`config.mk`:
```
export PLATFORM = sky130hd
export DESIGN_NAME = emc_device_end_flat
export DESIGN_NICKNAME = d
export VERILOG_FILES = /design/src/common/emc_pkg.sv /design/src/common/emc_link_if.sv /design/src/core/emc_device_end.sv /design/src/flat_wrapper.sv
export VERILOG_INCLUDE_DIRS = /design/src /design/src/common
export SDC_FILE = /design/constraint.sdc
export NUM_CORES = 1
export LEC_CHECK = 0
export ABC_AREA = 1
export BUFFER_PORTS_ARGS = -buffer_cell sky130_fd_sc_hd__buf_2
export CAP_MARGIN = 10
export CORE_ASPECT_RATIO = 2
export CORE_UTILIZATION = 50
export DETAILED_ROUTE_END_ITERATION = 8
export PLACE_DENSITY = 0.89
export SYNTH_ARGS = -nofsm -noshare
export SYNTH_HDL_FRONTEND = slang
export SYNTH_SLANG_ARGS = --single-unit
```
`constraint.sdc`:
```
create_clock -name sys_clk -period 1.79 [get_ports sys_clk]
set_input_delay 0.4475 -clock sys_clk [delete_from_list [all_inputs] [get_ports sys_clk]]
set_output_delay 0.4475 -clock sys_clk [all_outputs]
set_load 0.01 [all_outputs]
```
`src/common/emc_consts.svh`:
```
// Purpose: Constants for the extended mode configuration link.
// Assumes: Mode words are 19 bits: bank bits 18:16 over address bits 15:0.
// Notes: Field positions, selectors and timing counts live here.
`ifndef EMC_CONSTS_SVH
`define EMC_CONSTS_SVH
`define EMC_WORD_W 19
`define EMC_SEL_ONE 3'h1
`define EMC_SEL_TWO 3'h2
`define EMC_ONE_RSVD_MASK 19'h4E500
`define EMC_TWO_RSVD_MASK 19'h4F907
`define EMC_ONE_DLL_OFF_BIT 0
`define EMC_ONE_DRV_LO_BIT 1
`define EMC_ONE_DRV_HI_BIT 5
`define EMC_ONE_TERM_B0 2
`define EMC_ONE_TERM_B1 6
`define EMC_ONE_TERM_B2 9
`define EMC_ONE_AL_LO 3
`define EMC_ONE_WLEVEL_BIT 7
`define EMC_ONE_TSTROBE_BIT 11
`define EMC_ONE_QOFF_BIT 12
`define EMC_TWO_CWL_LO 3
`define EMC_TWO_ASR_BIT 6
`define EMC_TWO_SRT_BIT 7
`define EMC_TWO_WRTERM_LO 9
`define EMC_DLL_OFF_LAT 4'h6
`define EMC_CWL_BASE 4'h5
`define EMC_MRD_CYC 4'h4
`define EMC_MOD_CYC 4'hC
`define EMC_ADDR_CTRL 2'h0
`define EMC_ADDR_WDATA 2'h1
`define EMC_ADDR_STAT 2'h2
`define EMC_CTRL_SR_BIT 1
`define EMC_CTRL_ODT_BIT 2
`define EMC_CTRL_WB_BIT 3
`define EMC_CTRL_RB_BIT 4
`define EMC_ONE_INIT 19'h10000
`define EMC_TWO_INIT 19'h20000
`endif

```
`src/common/emc_pkg.sv`:
```
// Purpose: Types shared by both ends of the mode configuration link.
// Assumes: Constants come from emc_consts.svh.
// Notes: Word type holds bank select over address bits.
package emc_pkg;
  typedef logic [18:0] emc_word_type;
  typedef enum logic [2:0] {
    EMC_IDLE = 3'b001,
    EMC_ISSUE = 3'b010,
    EMC_WAIT = 3'b100
  } emc_state_type;
endpackage : emc_pkg

```
`src/common/emc_link_if.sv`:
```
// Purpose: Command link between controller and mode configuration logic.
// Assumes: One clock, sys_clk, shared by both ends.
// Notes: Mode write is a one-cycle strobe with its word.
`timescale 1ns/1ps
interface emc_link_if;
  logic mode_wr;
  logic [18:0] mode_word;
  logic banks_idle;
  logic self_refresh;
  logic odt_pin;
  logic write_burst;
  logic read_burst;
  modport device (input mode_wr, mode_word, self_refresh, odt_pin, write_burst,
    read_burst, output banks_idle);
  modport ctrl (output mode_wr, mode_word, self_refresh, odt_pin, write_burst,
    read_burst, input banks_idle);
endinterface : emc_link_if

```
`src/core/emc_device_end.sv`:
```
// Purpose: Device end: holds extended mode words one and two, drives controls.
// Assumes: Controller honours idle and delay constraints on mode writes.
// Notes: Memory array is outside; mode writes never touch it.
//
// Added by the designer: the plain strobed port and the address map.
`timescale 1ns/1ps
`include "emc_consts.svh"
module emc_device_end #(
  parameter bit X8_PART = 1'b1,
  parameter int CL = 6
) (
  // Clock and reset.
  input wire logic sys_clk,
  input wire logic reset,
  // Link.
  emc_link_if.device link,
  // Device controls.
  output logic dll_on,
  output logic dll_reset,
  output logic [1:0] drive_sel,
  output logic dq_out_en_n,
  output logic tstrobe_term,
  output logic dm_enable,
  output logic [3:0] term_div,
  output logic [3:0] add_lat,
  output logic [3:0] write_lat,
  output logic self_refresh_2x_auto,
  output logic self_refresh_2x_forced
);
  import emc_pkg::*;

  emc_word_type one_r;
  emc_word_type two_r;
  logic dll_on_r;
  logic dll_reset_r;
  logic sr_d_r;
  logic [1:0] drive_r;
  logic qoff_r;
  logic ts_r;
  logic dm_r;
  logic [3:0] div_r;
  logic [3:0] al_r;
  logic [3:0] wl_r;
  logic asr_r;
  logic srt_r;
  logic [2:0] nom_code;
  logic [1:0] wr_code;
  logic [3:0] al_nxt;

  // ****************************************
  // Parameter checks
  // ****************************************
  // Read latencies outside this span have no meaning for the additive latency field.
  if (CL < 5 || CL > 14) begin : g_cl_check
    $error("emc_device_end: CL out of range");
  end

  // ****************************************
  // Decode functions
  // ****************************************
  // Divisor from a nominal termination code; zero means off.
  function automatic logic [3:0] nom_div(input logic [2:0] c);
    unique case (c)
      3'h1: return 4'h4;
      3'h2: return 4'h2;
      3'h3: return 4'h6;
      3'h4: return 4'hC;
      3'h5: return 4'h8;
      default: return 4'h0;
    endcase
  endfunction : nom_div

  // Divisor from a write termination code; zero means dynamic switching off.
  function automatic logic [3:0] wr_div(input logic [1:0] c);
    unique case (c)
      2'h1: return 4'h4;
      2'h2: return 4'h2;
      default: return 4'h0;
    endcase
  endfunction : wr_div

  // ****************************************
  // Link tie and field picks
  // ****************************************
  // The array sits outside this block, so the banks are always reported idle.
  assign link.banks_idle = 1'b1;
  assign nom_code = {one_r[`EMC_ONE_TERM_B2], one_r[`EMC_ONE_TERM_B1],
                     one_r[`EMC_ONE_TERM_B0]};
  assign wr_code = two_r[`EMC_TWO_WRTERM_LO +: 2];

  // ****************************************
  // Mode word storage
  // ****************************************
  // Store mode words; only a mode write or reset changes them.
  always_ff @(posedge sys_clk or posedge reset) begin
    if (reset) begin
      one_r <= `EMC_ONE_INIT;
      two_r <= `EMC_TWO_INIT;
    end else if (link.mode_wr) begin
      if (link.mode_word[18:16] == `EMC_SEL_ONE) one_r <= link.mode_word;
      if (link.mode_word[18:16] == `EMC_SEL_TWO) two_r <= link.mode_word;
    end
  end

  // ****************************************
  // DLL control
  // ****************************************
  // DLL follows bit 0, stops in self refresh and resets after if it was on.
  always_ff @(posedge sys_clk or posedge reset) begin
    if (reset) begin
      dll_on_r <= 1'b0;
      dll_reset_r <= 1'b0;
      sr_d_r <= 1'b0;
    end else begin
      sr_d_r <= link.self_refresh;
      dll_on_r <= !one_r[`EMC_ONE_DLL_OFF_BIT] && !link.self_refresh;
      dll_reset_r <= sr_d_r && !link.self_refresh &&
                     !one_r[`EMC_ONE_DLL_OFF_BIT];
    end
  end

  // ****************************************
  // Additive latency
  // ****************************************
  // Shared by both latency outputs so they can never disagree.
  assign al_nxt = (one_r[`EMC_ONE_AL_LO +: 2] == 2'h1) ? 4'(CL - 1) :
                  (one_r[`EMC_ONE_AL_LO +: 2] == 2'h2) ? 4'(CL - 2) : 4'h0;

  // ****************************************
  // Driver controls
  // ****************************************
  // Output driver, tri-state, strobe termination and mask.
  always_ff @(posedge sys_clk or posedge reset) begin
    if (reset) begin
      drive_r <= 2'h0;
      qoff_r <= 1'b0;
      ts_r <= 1'b0;
      dm_r <= 1'b1;
    end else begin
      drive_r <= {one_r[`EMC_ONE_DRV_HI_BIT], one_r[`EMC_ONE_DRV_LO_BIT]};
      qoff_r <= one_r[`EMC_ONE_QOFF_BIT];
      ts_r <= X8_PART && one_r[`EMC_ONE_TSTROBE_BIT];
      dm_r <= !(X8_PART && one_r[`EMC_ONE_TSTROBE_BIT]);
    end
  end

  // ****************************************
  // Termination
  // ****************************************
  // Effective termination: pin-gated nominal, write swap, none on reads.
  always_ff @(posedge sys_clk or posedge reset) begin
    if (reset) begin
      div_r <= 4'h0;
    end else if (link.read_burst || one_r[`EMC_ONE_DLL_OFF_BIT]) begin
      div_r <= 4'h0;
    end else if (link.write_burst && wr_div(wr_code) != 4'h0 &&
                 !one_r[`EMC_ONE_WLEVEL_BIT]) begin
      div_r <= wr_div(wr_code);
    end else if (one_r[`EMC_ONE_WLEVEL_BIT] && !one_r[`EMC_ONE_QOFF_BIT] &&
                 nom_code > 3'h3) begin
      div_r <= 4'h0;
    end else begin
      div_r <= link.odt_pin ? nom_div(nom_code) : 4'h0;
    end
  end

  // ****************************************
  // Latencies
  // ****************************************
  // Latencies and self refresh rate controls.
  always_ff @(posedge sys_clk or posedge reset) begin
    if (reset) begin
      al_r <= 4'h0;
      wl_r <= `EMC_CWL_BASE;
      asr_r <= 1'b0;
      srt_r <= 1'b0;
    end else begin
      al_r <= al_nxt;
      wl_r <= 4'(`EMC_CWL_BASE + 4'(two_r[`EMC_TWO_CWL_LO +: 3]) + al_nxt);
      asr_r <= two_r[`EMC_TWO_ASR_BIT];
      srt_r <= two_r[`EMC_TWO_SRT_BIT] && !two_r[`EMC_TWO_ASR_BIT];
    end
  end

  // ****************************************
  // Outputs
  // ****************************************
  // Every device control output leaves straight from its register; banks_idle is tied above.
  assign dll_on = dll_on_r;
  assign dll_reset = dll_reset_r;
  assign drive_sel = drive_r;
  assign dq_out_en_n = qoff_r;
  assign tstrobe_term = ts_r;
  assign dm_enable = dm_r;
  assign term_div = div_r;
  assign add_lat = al_r;
  assign write_lat = wl_r;
  assign self_refresh_2x_auto = asr_r;
  assign self_refresh_2x_forced = srt_r;
endmodule : emc_device_end

```
`src/flat_wrapper.sv`:
```
// flat-port wrapper written by rule: the top's interface ports become plain ports
module emc_device_end_flat import emc_pkg::*;
#(
  parameter bit X8_PART = 1'b1,
  parameter int CL = 6
)
  (sys_clk, reset, dll_on, dll_reset, drive_sel, dq_out_en_n, tstrobe_term, dm_enable, term_div, add_lat, write_lat, self_refresh_2x_auto, self_refresh_2x_forced, link_mode_wr, link_mode_word, link_self_refresh, link_odt_pin, link_write_burst, link_read_burst, link_banks_idle);
  emc_link_if link_i ();
  input wire logic sys_clk;
  input wire logic reset;
  output logic dll_on;
  output logic dll_reset;
  output logic [1:0] drive_sel;
  output logic dq_out_en_n;
  output logic tstrobe_term;
  output logic dm_enable;
  output logic [3:0] term_div;
  output logic [3:0] add_lat;
  output logic [3:0] write_lat;
  output logic self_refresh_2x_auto;
  output logic self_refresh_2x_forced;
  input wire logic [$bits(link_i.mode_wr)-1:0] link_mode_wr;
  input wire logic [$bits(link_i.mode_word)-1:0] link_mode_word;
  input wire logic [$bits(link_i.self_refresh)-1:0] link_self_refresh;
  input wire logic [$bits(link_i.odt_pin)-1:0] link_odt_pin;
  input wire logic [$bits(link_i.write_burst)-1:0] link_write_burst;
  input wire logic [$bits(link_i.read_burst)-1:0] link_read_burst;
  output wire logic [$bits(link_i.banks_idle)-1:0] link_banks_idle;
  assign link_i.mode_wr = link_mode_wr;
  assign link_i.mode_word = link_mode_word;
  assign link_i.self_refresh = link_self_refresh;
  assign link_i.odt_pin = link_odt_pin;
  assign link_i.write_burst = link_write_burst;
  assign link_i.read_burst = link_read_burst;
  assign link_banks_idle = link_i.banks_idle;
  emc_device_end #(.X8_PART(X8_PART), .CL(CL)) u_core (.sys_clk(sys_clk), .reset(reset), .link(link_i), .dll_on(dll_on), .dll_reset(dll_reset), .drive_sel(drive_sel), .dq_out_en_n(dq_out_en_n), .tstrobe_term(tstrobe_term), .dm_enable(dm_enable), .term_div(term_div), .add_lat(add_lat), .write_lat(write_lat), .self_refresh_2x_auto(self_refresh_2x_auto), .self_refresh_2x_forced(self_refresh_2x_forced));
endmodule
```
==> results of run 1 <==
==> synthesized netlist by cell type, drive strengths merged <==
library cell	n	area, um^2
nand4	1	6.260
xnor2	1	8.760
a211oi	1	7.510
nand3	7	47.55
nand2	23	88.84
a21oi	5	40.03
ha	7	87.58
buf	7	63.81
nor2	10	47.55
dfstp	3	78.83
dfrtp	34	850.8
nor4	1	6.260
o21ai	12	101.3
nor3b	1	7.510
inv	29	108.9
conb	2	7.510
==> stage by stage <==
step | instance area [um^2] | setup WS (ns)
after floorplan | 1567 | 0.4077
after global placement | 1743 | 0.3793
after detailed placement | 1743 | 0.3409
after CTS | 1833 | 0.3554
after global routing | 1833 | 0.2777
final | 1833 | 0.3600
==> worst max-delay path by stage <==
stage,endpoint,cells past startpoint
after detailed placement,u_core.one_r[12],6
after global placement,u_core.write_lat[3],5
after global routing,u_core.write_lat[3],5
final,u_core.write_lat[3],5
after floorplan,u_core.write_lat[3],5
after CTS,u_core.write_lat[3],5
==> state kept, by name, indices dropped and copies added, names as in the netlist, 2 cells and up <==
name,count
u_core.add_lat,2
u_core.drive_sel,2
u_core.one_r,11
u_core.term_div,3
u_core.two_r,7
u_core.write_lat,4
==> final cells by class <==
class	instances	area (um^2)	share of cell area
Clock buffer	8	90.09	0.04915
Inverter	29	108.9	0.05939
Multi-Input combinational cell	73	464.2	0.2532
Sequential cell	37	929.6	0.5072
Tap cell	30	37.54	0.02048
Timing Repair Buffer	40	202.7	0.1106
==> where the power goes <==
part / leakage [nW] / total, mW / internal (mW) / switching [mW]
registers: 0.451 / 1.09 / 1.02 / 0.0682
logic: 0.521 / 0.452 / 0.194 / 0.258
clock network: 0.0455 / 0.569 / 0.313 / 0.256
==> cells by family (layout without fill, tap and decap cells) <==
family                   count (synthesis)  after routing
adder cells (fa/ha/maj)                  7              7
XOR/XNOR                                 1              1
AND/OR/NAND/NOR                         43             43
flip-flops                              37             37
buffers and inverters                   36             77
AO/OA/AOI/OAI                           18             18
other                                    2              4
==> routing by layer <==
layer	part of all wire	GRT usage	up-vias
li1	-	-	514
met1	0.37	0.1502	462
met2	0.55	0.2891	31
met3	0.052	0.05111	8
met4	0.029	0.08710	0
met5	0	0	-
==> worst register-to-register path, stage by stage, from the launching register on <==
cell     delay, ns
dfrtp_1       0.38
ha_1          0.31
ha_1          0.28
inv_1         0.04
ha_1          0.19
xnor2_1       0.12
==> out/results.ini, run 1 <==
[drt]
route.detailed.drc=0
drt-initial-drc-count=19
routed_wl_mm=2.316
via_per_inst=4.677
final_antenna_net_count=0
wire_per_inst_um=10.67
vias=1015
first_pass_iters=4

[cells_and_area]
final_common_cell=buf_2
final_cell_mix=buf_2, dfrtp_1, inv_1
drive_above_1_share=0.3636
diodes=0
finalNetCount=219
fin_util=0.6155
fillCellCount=254
finalNonFillerCells=217
areaGrowthSynthToFinish_pct=17.58

[critical_path]
crit_top_cell=ha_1
critPathKind=flip-flop to flip-flop
r2r_start=u_core.one_r[3]
critPathTopFamily=adder cells
rr_worst_depth=5
crit_slowest_cell=dfrtp_1
max_stage_delay_ns=0.38
worst_setup_path_start_kind=flip-flop
crit_start=u_core.one_r[3]
worstPathMaxFanout=2
arrival_ns=1.60
endpoint_kind=flip-flop
rrSetupSlack_ns=0.36
timing.rr.end=u_core.write_lat[3]
path_buf_inv=1
cp.required_ns=1.96
crit_chain=ha_1 -> ha_1 -> inv_1 -> ha_1 -> xnor2_1

[yosys]
syn_avg_cell_area_um2=10.83
synth_top_family_by_area=simple AND/OR/NAND/NOR gates
synth-compound-area-share=0.09551
syn_inst=144
synthXorXnorAreaFrac=0.005618
synthAdderAreaFrac=0.05618
synth.area.mux_share=0
syn_area_um2=1559
synth-seq-area-share=0.5963
ys_warn_count=0
synthDistinctLibCells=23
ys_ff_latch=37
synth_simple_gate_area_frac=0.1308

[clock_network]
clkSinkCount=37
cts_max_level=2
postCtsSetupBuffers=0
numCtsBuffers=5
path_clk_slew_ns=0.06
max-clock-path-buffers=2
cts_tree=done
cts_resized=0
clock-root-buffer=clkbuf_8
clk_latency_ns=0.28
holdBufCountCts=0

[place]
dp_hpwl_mm=1.757
placedCellCount=209
port_buffers=39
gp_congestion=0.7372

[grt]
grt.total_usage=0.1576
overflow=0
grt_pass1_wl_mm=3.946
grt_start_max_net_pins=38
grt_pass1_vias=981
antenna_found_initial=0

[sta]
finalClockSkew_ns=0.004955
setup_tns_ns=0
period_minus_slack_ns=1.430
rsz0062_at_grt=false
hold_violations=0
finalCritPeriodShare=0.7989
fmax_mhz=699.3
drv_slew=0
whs_ns=0.2599
setup_viol=0

[pwr]
ir_worst_vdd_mv=0.6949
total_power_mw=2.109
power_leakage_nw=1.017
powerDensity_nw_per_um2=1151

[floorplanning]
core_um2=2978
die_height_um=80.97
start_util=0.5235
io_pins=48
fp-row-count=28
dieArea_um2=3359
die-width_um=41.49

[min_path]
hp-class=primary input to asynchronous set/reset pin

[flow_run]
cap_violations=0

[outcome]
status=finished clean

Power figures use the tool's default switching activity.
==> run 2: changes to the inputs <==
--- a/config.mk
+++ b/config.mk
@@ -10,9 +10,9 @@
 export BUFFER_PORTS_ARGS = -buffer_cell sky130_fd_sc_hd__buf_2
 export CAP_MARGIN = 10
 export CORE_ASPECT_RATIO = 2
-export CORE_UTILIZATION = 50
+export CORE_UTILIZATION = 45
 export DETAILED_ROUTE_END_ITERATION = 8
-export PLACE_DENSITY = 0.89
+export PLACE_DENSITY = 0.85
 export SYNTH_ARGS = -nofsm -noshare
 export SYNTH_HDL_FRONTEND = slang
 export SYNTH_SLANG_ARGS = --single-unit
==> constraint.sdc (replaced) <==
create_clock -name sys_clk -period 1.2 [get_ports sys_clk]
set_input_delay 0.3 -clock sys_clk [delete_from_list [all_inputs] [get_ports sys_clk]]
set_output_delay 0.3 -clock sys_clk [all_outputs]
set_load 0.01 [all_outputs]
==> run 2 against run 1 <==
Largest cell class unchanged. Clock skew is 0.0022 ns lower. Register-to-register slack worse by 0.50 ns. Hold slack lost 0.21 ns. The run now ends with design-rule violations, negative setup slack left. Global-route usage down 0.80 points. Sequential power is 50% higher. Sequential share of layout area shrank 4.4 points. Largest power group unchanged. Total power is 63% higher.
==> out/results.ini, run 2 (synthesized netlist as in run 1, its figures left out) <==
[critical_path]
crit_chain=inv_2 -> ha_4 -> ha_4 -> inv_4 -> ha_4 -> xnor2_1
max_stage_delay_ns=0.39
arrival_ns=1.51
rr_worst_depth=6
cp.required_ns=1.37
worst_setup_path_start_kind=flip-flop
crit_top_cell=ha_4
endpoint_kind=flip-flop
worstPathMaxFanout=2
critPathKind=flip-flop to flip-flop
crit_slowest_cell=dfrtp_1

[clock_network]
clk_latency_ns=0.28
cts_max_level=2
clkSinkCount=37
numCtsBuffers=5
clock-root-buffer=clkbuf_8
path_clk_slew_ns=0.07
holdBufCountCts=0
cts_tree=done
max-clock-path-buffers=2

[sta]
drv_slew=0
hold_violations=0
finalClockSkew_ns=0.002759
finalCritPeriodShare=1.119
rsz0062_at_grt=true
setup_viol=3
fin_ws_ns=-0.1429
period_minus_slack_ns=1.343
fmax_mhz=744.7

[grt]
grt_pass1_wl_mm=4.077
grt_pass1_vias=977
overflow=0
antenna_found_initial=0
grt.total_usage=0.1495
grt_start_max_net_pins=38

[drt]
final_antenna_net_count=0
route.detailed.drc=2
via_per_inst=4.744
first_pass_iters=6
drt-initial-drc-count=13
wire_per_inst_um=10.78
vias=1058
routed_wl_mm=2.405

[pwr]
power_frac_seq=0.479
internal_power_mw=2.455
pwr-share-clk=0.250
ir_worst_vdd_mv=1.103
powerDensity_nw_per_um2=1710
power_switching_mw=0.9741
swShare=0.2841
total_power_mw=3.429
power_leakage_nw=1.057
combPwrFrac=0.271

[floorplanning]
core_um2=3229
io_pins=48
start_util=0.4828
die_height_um=85.24
fp-row-count=29
die-width_um=43.62
dieArea_um2=3718

[cells_and_area]
fin_util=0.6211
fillCellCount=283
final_common_cell=buf_2
areaGrowthSynthToFinish_pct=28.65
final_cell_mix=buf_2, dfrtp_1, inv_1
drive_above_1_share=0.4583
largest_register=u_core.one_r
diodes=0
largest_reg_flops=11
finalNetCount=224

[flow_run]
cap_violations=0

[place]
port_buffers=39
gp_congestion=0.7132
pre_cts_ws_ns=-0.2188
dp_hpwl_mm=1.751

[min_path]
hp-class=primary input to asynchronous set/reset pin

[outcome]
violations=design-rule violations, negative setup slack
status=finished with violations

## run 2: worst paths after layout
check | start | slack [ns] | endpoint
worst min register to register | u_core.one_r[11] | 0.38 | u_core.tstrobe_term
worst min-delay path | reset | 0.05 | u_core.add_lat[0]
max in group asynchronous | reset | 0.90 | u_core.write_lat[2]
worst max-delay path | u_core.one_r[4] | -0.14 | u_core.write_lat[3]
worst max register to register | u_core.one_r[4] | -0.14 | u_core.write_lat[3]
min in group sys_clk | link_self_refresh | 0.16 | u_core.sr_d_r
## run 2: power groups by stage
stage	sequential, mW	combinational, mW	clock (mW)
floorplan	1.71	0.378	0
global placement	1.64	0.677	0
detailed placement	1.65	0.706	0
CTS	1.64	0.834	0.875
global route	1.68	1.05	0.917
finish	1.64	0.929	0.857
## run 2: area by class of cell
class                      instances  area [um^2]  share of cell area
timing repair buffer              45        284.0              0.1416
tap                               31        38.79             0.01934
sequential                        37        929.6              0.4635
multi-input combinational         73        551.8              0.2751
inverter                          29        111.4             0.05552
clock buffer                       8        90.09             0.04492
## run 2: metal layers
metal | global-route usage | up-vias | share of wire
li1 | - | 526 | -
met1 | 0.1620 | 497 | 0.37
met2 | 0.2524 | 30 | 0.56
met3 | 0.04468 | 5 | 0.050
met4 | 0.07670 | 0 | 0.024
met5 | 0 | - | 0
## run 2: critical path: cells and delay by family, from the launching register on
kind / cells / cell delay (ns)
DFF: 1 / 0.39
adders and majority gates: 3 / 0.62
buffers and inverters: 2 / 0.10
xor gates and xnor gates: 1 / 0.11
## run 2: metrics by stage
stage | hold WS [ns] | std cells | TNS (ns) | area, um^2
floorplan | 0.3314 | 146 | -0.2585 | 1569
global placement | 0.3576 | 212 | -0.3161 | 1787
detailed placement | 0.3625 | 212 | -0.4198 | 1787
CTS | 0.06029 | 220 | -0.3532 | 1941
global route | 0.07773 | 223 | -0.3998 | 2006
finish | 0.05451 | 223 | -0.2268 | 2006
## run 2: what timing repair did
action                                  4_1_cts  5_1_grt
pin swaps                                     4        5
gates resized for setup                      13       10
endpoints found under the setup margin        8        9
buffers inserted                              0        3
cloned                                        0        0
==> run 3: changes to the inputs <==
--- a/config.mk
+++ b/config.mk
@@ -10,9 +10,9 @@
 export BUFFER_PORTS_ARGS = -buffer_cell sky130_fd_sc_hd__buf_2
 export CAP_MARGIN = 10
 export CORE_ASPECT_RATIO = 2
-export CORE_UTILIZATION = 45
+export CORE_UTILIZATION = 54
 export DETAILED_ROUTE_END_ITERATION = 8
-export PLACE_DENSITY = 0.85
+export PLACE_DENSITY = 0.95
 export SYNTH_ARGS = -nofsm -noshare
 export SYNTH_HDL_FRONTEND = slang
 export SYNTH_SLANG_ARGS = --single-unit
==> constraint.sdc (replaced) <==
create_clock -name sys_clk -period 1.6 [get_ports sys_clk]
set_input_delay 0.4 -clock sys_clk [delete_from_list [all_inputs] [get_ports sys_clk]]
set_output_delay 0.4 -clock sys_clk [all_outputs]
set_load 0.01 [all_outputs]
==> run 3 against run 2 <==
The run now ends clean. Register-to-register slack gained 0.26 ns. Combinational power shrank 45%. Wire length grew 1.4%. Clock-buffer cell count is the same. Clock power shrank 25%. Final cell count shrank 2.7%. Non-clock buffer count shrank 4. Hold slack gained 0.029 ns. Critical endpoint unchanged. Highest routed layer unchanged.
==> out/results.ini, run 3 (synthesized netlist as in run 1, its figures left out) <==
[floorplanning]
io_pins=48
fp-row-count=27
die-width_um=40.00
core_um2=2736
start_util=0.5697
die_height_um=77.99
dieArea_um2=3119

[pwr]
powerDensity_nw_per_um2=1291
ir_worst_vdd_mv=1.033
total_power_mw=2.374
power_leakage_nw=1.021

[drt]
via_per_inst=4.774
routed_wl_mm=2.439
route.detailed.drc=0
final_antenna_net_count=0
wire_per_inst_um=11.24
drt-initial-drc-count=18
vias=1036
first_pass_iters=4

[flow_run]
cap_violations=0

[critical_path]
cp.required_ns=1.77
crit_chain=ha_1 -> ha_1 -> inv_1 -> ha_1 -> xnor2_1
worstPathMaxFanout=2
crit_top_cell=ha_1
max_stage_delay_ns=0.39
arrival_ns=1.65
endpoint_kind=flip-flop
critPathKind=flip-flop to flip-flop
rr_worst_depth=5
worst_setup_path_start_kind=flip-flop
crit_slowest_cell=dfrtp_1

[cells_and_area]
areaGrowthSynthToFinish_pct=17.98
largest_reg_flops=11
final_common_cell=buf_2
diodes=0
final_cell_mix=buf_2, dfrtp_1, inv_1
finalNetCount=220
largest_register=u_core.one_r
drive_above_1_share=0.3670

[sta]
fmax_mhz=675.6
period_minus_slack_ns=1.480
hold_violations=0
fin_ws_ns=0.1199
drv_slew=0
setup_tns_ns=0
finalClockSkew_ns=0.004681
finalCritPeriodShare=0.9251
setup_viol=0
rsz0062_at_grt=false

[clock_network]
numCtsBuffers=5
postCtsSetupBuffers=0
holdBufCountCts=0
cts_tree=done
path_clk_slew_ns=0.07
clock-root-buffer=clkbuf_8
clk_latency_ns=0.28
cts_max_level=2
clkSinkCount=37
max-clock-path-buffers=2
cts_resized=0

[grt]
grt_start_max_net_pins=21
overflow=0
grt.total_usage=0.2060
grt_pass1_vias=1043
antenna_found_initial=0
grt_pass1_wl_mm=4.284

[min_path]
hp-class=primary input to asynchronous set/reset pin

[outcome]
status=finished clean

[place]
gp_congestion=0.6999
port_buffers=39
pre_cts_ws_ns=0.1200
dp_hpwl_mm=1.973

==> run 3: cell types whose count changed in the layout (fill, tap and decap cells not counted), sizes merged <==
cell	change
buf	-4
==> run 3: layer usage <==
layer / up-vias / GRT usage / part of all wire
met5: - / 0 / 0
met4: 0 / 0.1138 / 0.033
met3: 7 / 0.06857 / 0.049
met2: 34 / 0.3468 / 0.55
met1: 480 / 0.1996 / 0.36
li1: 515 / - / -
==> run 3: area by class of cell <==
cell class	instances	area (um^2)
fillers	217	897.1
inverters	29	108.9
flip-flops and latches	37	929.6
repair buffers	41	210.2
multi-input cells	73	464.2
well taps	29	36.28
clock buffers	8	90.09
==> run 3: power by group <==
| part | switching [mW] | internal (mW) | total (mW) | leakage (nW) |
|---|---|---|---|---|
| logic | 0.293 | 0.220 | 0.513 | 0.525 |
| registers | 0.0793 | 1.14 | 1.22 | 0.451 |
| clock network | 0.289 | 0.351 | 0.640 | 0.0455 |
==> run 3: final timing paths <==
path / startpoint / endpoint / slack, ns
min: reset / u_core.add_lat[2] / 0.08
min reg2reg: u_core.one_r[1] / u_core.drive_sel[0] / 0.38
max: u_core.one_r[3] / u_core.write_lat[3] / 0.12
max in group asynchronous: reset / u_core.two_r[9] / 0.96
max reg2reg: u_core.one_r[3] / u_core.write_lat[3] / 0.12
min in group sys_clk: link_self_refresh / u_core.sr_d_r / 0.26
==> run 3: per-stage QoR <==
step / util / hold slack, ns / instance area [um^2] / cells
2_1_floorplan: - / 0.3537 / 1567 / 146
6_report: 0.6722 / 0.08309 / 1839 / 217
3_5_place_dp: 0.6392 / 0.3648 / 1749 / 209
4_1_cts: 0.6722 / 0.09973 / 1839 / 217
3_3_place_gp: 0.6392 / 0.3586 / 1749 / 209
5_1_grt: 0.6722 / 0.1067 / 1839 / 217
==> run 3: worst max-delay path, delay by kind of cell (launching register included) <==
kind | cells | cell delay, ns
adder cells (fa/ha/maj) | 3 | 0.82
flip-flops | 1 | 0.39
XOR/XNOR | 1 | 0.13
buffers and inverters | 1 | 0.04
